===== src/common/sruc_pkg.sv =====
`default_nettype none
package sruc_pkg;
    localparam int          ADDR_W          = 10;
    localparam int          DATA_W          = 8;
    localparam logic [9:0]  DIST_CTRL_ADDR  = 10'h230;
    localparam logic [9:0]  UPDATE_ADDR     = 10'h232;
    localparam int          PD_SYNC_BIT     = 2;
    localparam int          PD_REF_BIT      = 1;
    localparam int          SOFT_SYNC_BIT   = 0;
    localparam int          UPDATE_BIT      = 0;
    localparam logic [7:0]  DIST_CTRL_RESET = 8'h00;
    localparam logic [7:0]  DIST_CTRL_MASK  = 8'h07;
    localparam logic [7:0]  UNMAPPED_READ   = 8'h00;
endpackage : sruc_pkg
`default_nettype wire


===== src/hw/sruc_top.sv =====
`timescale 1ns/1ps
`default_nettype none
// Summary of operation
// - Bit 2 of distribution control powers down the sync circuitry.
// - Bit 1 of distribution control powers down the distribution reference.
// - Soft-sync bit 0 acts as the sync pin inverted; 1 means pin low.
// - While soft sync is 1, selected channels are held static.
// - A 1-to-0 change of soft sync starts a synchronisation.
// - Soft sync reads 0 after reset, outputs running.
// - Writing 1 to update bit 0 copies all buffer registers to active.
// - The update bit clears itself after the transfer.
module sruc_top (
    input  wire logic        CLK,
    input  wire logic        RST,
    input  wire logic [9:0]  ADDR,
    input  wire logic [7:0]  WDATA,
    input  wire logic        WR,
    input  wire logic        RD,
    input  wire logic        SYNC_PIN_N,
    output logic      [7:0]  RDATA,
    output logic             SYNC_PD,
    output logic             DIST_REF_PD,
    output logic             SYNC_HOLD,
    output logic             SYNC_START,
    output logic             UPDATE_PULSE
);
    typedef struct packed {
        logic [7:0] buf_ctrl;
        logic [7:0] act_ctrl;
        logic       update;
        logic [7:0] rdata;
        logic       sync_pd;
        logic       ref_pd;
    } sruc_top_type;

    sruc_top_type s_r;
    sruc_top_type s_nxt;
    logic         hold_q;
    logic         start_q;
    logic         sync_req;
    logic         wr_ctrl;
    logic         wr_upd;
    logic         rd_ctrl;
    logic         rd_upd;
    logic         upd_cmd;

    function automatic logic hit(input logic [9:0] a, input logic [9:0] r);
        hit = (a == r);
    endfunction : hit

    // Pin low or soft sync high both request the static hold.
    assign sync_req = s_r.act_ctrl[sruc_pkg::SOFT_SYNC_BIT] | ~SYNC_PIN_N;

    assign wr_ctrl = WR & hit(ADDR, sruc_pkg::DIST_CTRL_ADDR);
    assign wr_upd  = WR & hit(ADDR, sruc_pkg::UPDATE_ADDR);
    assign rd_ctrl = RD & hit(ADDR, sruc_pkg::DIST_CTRL_ADDR);
    assign rd_upd  = RD & hit(ADDR, sruc_pkg::UPDATE_ADDR);
    assign upd_cmd = wr_upd & WDATA[sruc_pkg::UPDATE_BIT];

    always_comb begin
        s_nxt        = s_r;
        s_nxt.update = 1'b0;
        s_nxt.rdata  = sruc_pkg::UNMAPPED_READ;
        if (wr_ctrl) begin
            s_nxt.buf_ctrl = WDATA & sruc_pkg::DIST_CTRL_MASK;
        end
        if (upd_cmd) begin
            s_nxt.update = 1'b1;
        end
        if (s_r.update) begin
            s_nxt.act_ctrl = s_r.buf_ctrl;
        end
        if (rd_ctrl) begin
            s_nxt.rdata = s_r.buf_ctrl;
        end
        if (rd_upd) begin
            s_nxt.rdata = {7'h00, s_r.update};
        end
        s_nxt.sync_pd = s_nxt.act_ctrl[sruc_pkg::PD_SYNC_BIT];
        s_nxt.ref_pd  = s_nxt.act_ctrl[sruc_pkg::PD_REF_BIT];
    end

    always_ff @(posedge CLK or posedge RST) begin
        if (RST) begin
            s_r          <= '0;
            s_r.buf_ctrl <= sruc_pkg::DIST_CTRL_RESET;
            s_r.act_ctrl <= sruc_pkg::DIST_CTRL_RESET;
        end else begin
            s_r <= s_nxt;
        end
    end

    sruc_sync_edge u_edge (
        .CLK       (CLK),
        .RST       (RST),
        .hold_in   (sync_req),
        .enable    (~s_r.sync_pd),
        .hold_out  (hold_q),
        .start_out (start_q)
    );

    assign RDATA        = s_r.rdata;
    assign SYNC_PD      = s_r.sync_pd;
    assign DIST_REF_PD  = s_r.ref_pd;
    assign SYNC_HOLD    = hold_q;
    assign SYNC_START   = start_q;
    assign UPDATE_PULSE = s_r.update;
endmodule : sruc_top
`default_nettype wire


===== src/hw/sruc_sync_edge.sv =====
`timescale 1ns/1ps
`default_nettype none
// Tracks the held sync level and emits a one-cycle start pulse on its release.
module sruc_sync_edge (
    input  wire logic CLK,
    input  wire logic RST,
    input  wire logic hold_in,
    input  wire logic enable,
    output logic      hold_out,
    output logic      start_out
);
    typedef struct packed {
        logic prev;
        logic hold;
        logic start;
    } sruc_edge_type;

    sruc_edge_type s_r;
    sruc_edge_type s_nxt;

    always_comb begin
        s_nxt       = s_r;
        s_nxt.prev  = hold_in;
        s_nxt.hold  = hold_in & enable;
        s_nxt.start = s_r.prev & ~hold_in & enable;
    end

    always_ff @(posedge CLK or posedge RST) begin
        if (RST) begin
            s_r <= '0;
        end else begin
            s_r <= s_nxt;
        end
    end

    assign hold_out  = s_r.hold;
    assign start_out = s_r.start;
endmodule : sruc_sync_edge
`default_nettype wire


===== config.mk =====
export PLATFORM = sky130hd
export DESIGN_NAME = sruc_top
export DESIGN_NICKNAME = d
export VERILOG_FILES = /design/src/common/sruc_pkg.sv /design/src/hw/sruc_top.sv /design/src/hw/sruc_sync_edge.sv
export SDC_FILE = /design/constraint.sdc
export NUM_CORES = 1
export LEC_CHECK = 0
export BUFFER_PORTS_ARGS = -buffer_cell sky130_fd_sc_hd__buf_2
export CAP_MARGIN = 20
export CORE_UTILIZATION = 28
export DETAILED_ROUTE_END_ITERATION = 8
export PLACE_DENSITY_LB_ADDON = 0.12
export SKIP_CTS_REPAIR_TIMING = 1
export SLEW_MARGIN = 20
export SYNTH_ARGS = -nofsm -noshare
export SYNTH_HDL_FRONTEND = slang
export SYNTH_SLANG_ARGS = --single-unit

===== constraint.sdc =====
create_clock -name CLK -period 1 [get_ports CLK]
set_input_delay 0 -clock CLK [delete_from_list [all_inputs] [get_ports CLK]]
set_output_delay 0 -clock CLK [all_outputs]
set_load 0.02 [all_outputs]

# Word level (Yosys, flattened, before mapping)
# Index checks and enable logic that the tools add are counted.
# classes
bitwise,12
n_mux,4
eq_ne,2
# op_table
op,n
"10-bit == test, second input constant",2
1-bit AND,8
8-bit 2-to-1 mux,1
3-bit 2-to-1 mux,2
1-bit inverter,3
1-bit 2-to-1 mux,1
1-bit bitwise OR,1
# totals
register_bits,20
output_inout_bits,13
inputBits,23
word_cells,28

# Logic depth before layout (Yosys ltp)
# depth
word_depth,5
ltp_mapped,3
ltp_nobuf,3

# Hierarchy
# From an unflattened synthesis, not the netlist that was laid out.
# unflattened
hier_cells,47
hier_area_um2,586.8
# modules_own_cells
module,area_each_um2,cells_per_inst,instances
sruc_top,491.7,41,1
sruc_sync_edge,95.1,6,1

# Least setup slack after synthesis
# Ideal clock, no wire load.
# synth_timing
path_kind,reg2reg
from,"register s_r, in the netlist UPDATE_PULSE"
to,register s_r[12] in the netlist's numbering
setup_time_ns,0.125
required_ns,0.875
path_stages_with_launch,2
synth_period_minus_slack_ns,0.977
arrival_ns,0.853
setup_slack_ns,0.023
cell_sequence,dfrtp_1 > mux2_2
# synth_between
elab_chain_cells,1
# synth_lines
element,line,text
"start, declared",sruc_top.sv:36,sruc_top_type s_r;
"start signal, assigned",sruc_top.sv:89,s_r <= s_nxt;
3-bit 2-to-1 mux,sruc_top.sv:70,if (s_r.update) begin
# No other way between the ends.
# A chain may end at the register's enable or synchronous reset.

# Worst setup path in the final report
# layout_timing
from,input ADDR[4]
to,register s_r[21] in the netlist's numbering
# layout_between
elab_chain_cells,2
# layout_lines
element,line,text
"start, declared",sruc_top.sv:15,"input wire logic [9:0] ADDR,"
10-bit == test,sruc_top.sv:48,hit = (a == r);
1-bit AND,sruc_top.sv:54,"assign wr_ctrl = WR & hit(ADDR, sruc_pkg::DIST_CTRL_ADDR);"
# No other way between the ends.

==> results.yml <==
status:
  status: "finished clean"
setup_path:
  arrival_ns: 1.10
  crit_path_start_kind: "input pin"
  critPathRequiredTime_ns: 1.16
  crit_type: "in -> reg"
  crit_path_top_delay_cell: "dlygate4sd3_1"
  end_kind: "flip-flop"
  crit_chain: "dlygate4sd3_1 -> buf_2 -> nand4_2 -> mux2_1"
  crit_fanout: 3
  cpPeakStageDelay_ns: 0.52
floorplanning:
  boundaryPins: 36
  die_w_um: 48.0
  rows: 16
  start_util_pct: 29.9
  core_area_mm2: 0.00198
  die_y_um: 48.0
  die-area_mm2: 0.00231
grt:
  grt_pass1_vias: 360
  grt_first_pass_wirelength_um: 1500
  grtUsageTotal_pct: 9.81
  overflow: 0
  antenna_found_initial: 0
  grt_max_degree: 14
synthesis:
  synth-async-reset-ratio_pct: 100
  yosysMostFrequentCell: "dfrtp_1"
  synth_area_leader_cell: "dfrtp_1"
  yosysWarningCount: 0
  syn-cell-area_um2: 593
  synthFlopType: "dfrtp_1"
  avgSynthCellArea_um2: 12.9
  yosys-top-cells-area: "dfrtp_1 55%, buf_4 10%, nor4b_4 8.0%"
  synth_top_area_share_pct: 54.9
  synth-seq-area-share_pct: 54.9
  ys_top_cells_by_count: "13 x dfrtp_1, 8 x buf_4, 3 x mux2_1, 3 x nor3b_1"
  postSynthCellCount: 46
  synth_edf_count: 0
  ys_ff_latch: 13
  yosysUniqueCellTypes: 17
drt:
  wl_per_cell_um: 8.99
  viasPerCell: 4.05
  totalWireLength_um: 962
  ant_nets: 0
  dr.pass1.iters: 4
  via_count: 433
  drc: 0
  initialDrtViolationCount: 3
clocking:
  clkTransAtPathRegs_ns: 0.07
  cts_tree: "yes"
  clock_path_buffers: 2
  clock_sinks: 13
  cts_buffers: 3
  htreeDepth: 1
  clockRootBuffer: "clkbuf_4"
  clk-insertion-delay-late_ns: 0.27
timing:
  fin_crit_sh_pct: 94.1
  rsz0062_at_grt: "false"
  fin_ws_ns: 0.0587
  skew_ns: 0.00227
  drv_slew: 0
  finalHoldViolations: 0
  fmax_mhz: 1060
  period_minus_slack_ns: 0.941
  setup_viol: 0
placement:
  hpwlAfterDp_um: 731
  globalplace.congestion: 0.660
  portBuffers: 25
  post_dp_cell_area_um2: 714
  post-place-ws_ns: -0.108
power:
  vdd_drop_max_mv: 0.693
  p_leak_nw: 0.438
  power_density_mw_per_mm2: 1180
job:
  cap_violations: 0
worst_hold_path:
  hold_path_class: "in -> reg"
cells_and_area:
  syn_to_final_growth_pct: 38.4
  final_core_util_pct: 41.4
  final_net_count: 104
  drive_gt1_share_pct: 42.5
  post-route-cell-area_um2: 821
  antenna_cells: 0
-- stage by stage --
step | cells | setup TNS (ns) | total power, mW | hold WS [ns]
5_1_grt | 107 | 0 | 1.03 | 0.0179
4_1_cts | 99 | 0 | 0.959 | -0.254
3_5_place_dp | 95 | -0.424 | 0.647 | 0.0406
2_1_floorplan | 50 | 0 | 0.609 | -0.123
3_3_place_gp | 95 | -0.426 | 0.646 | 0.0453
6_report | 107 | 0 | 0.969 | 0.0245
-- path summary, 6_finish.rpt --
kind	start	end	slack, ns	cells past startpoint
worst max register to register	UPDATE_PULSE	s_r[12]	0.09	1
worst max-delay path	ADDR[4]	s_r[21]	0.06	4
worst min-delay path	ADDR[0]	UPDATE_PULSE	0.02	4
worst min register to register	s_r[13]	u_edge.hold_out	0.47	1
min in group asynchronous	RST	UPDATE_PULSE	0.28	3
max in group asynchronous	RST	u_edge.s_r[2]	0.40	3
-- state kept, by name (all words and copies together) (netlist names) --
register,cells
RDATA,3
UPDATE_PULSE,1
s_r,6
u_edge.hold_out,1
u_edge.s_r,1
u_edge.start_out,1
-- power breakdown --
group	leakage [nW]	total (mW)	switching, mW	internal (mW)
logic	0.247	0.123	0.0620	0.0612
registers	0.176	0.536	0.00273	0.533
clock network	0.0150	0.310	0.155	0.154
-- routing by layer --
metal	part of all wire, %	GRT usage, %
met1	48	12.8
met4	0.83	1.67
met5	0	0
met2	44	14.3
met3	7.2	5.66
-- final cells by class --
| cell class | count | area, µm² |
|---|---|---|
| clock buffers | 4 | 26.3 |
| fillers | 201 | 1160 |
| inverters | 2 | 7.51 |
| multi-input cells | 27 | 215 |
| flip-flops and latches | 13 | 325 |
| well taps | 27 | 33.8 |
| repair buffers | 34 | 213 |
-- critical path: cells and delay by family --
kind | cells | cell delay (ns)
mux | 1 | 0.34
simple gates | 1 | 0.12
buf+inv | 2 | 0.64
-- cell families after synthesis --
kind of cell / Yosys count / share of synthesized area (%)
compound gates: 2 / 1.69
buf+inv: 10 / 11.4
flops: 13 / 54.9
mux: 6 / 11.2
other cells: 1 / 0.632
simple gates: 14 / 20.3
-- cell usage in the layout (no fill, tap or decap), types with 2 or more instances in the layout --
| master | netlist | layout |
|---|---|---|
| nor3b_1 | 3 | 3 |
| conb_1 | 1 | 5 |
| mux2_1 | 3 | 3 |
| nand3_1 | 2 | 2 |
| nor4b_4 | 2 | 2 |
| dfrtp_1 | 13 | 13 |
| dlygate4sd3_1 | 0 | 8 |
| clkbuf_4 | 0 | 3 |
| inv_1 | 2 | 2 |
| buf_2 | 0 | 25 |
| mux2_2 | 2 | 2 |
| nor2_1 | 2 | 2 |
| nand2_1 | 2 | 2 |
No activity file was read; power rests on OpenSTA's default activity.
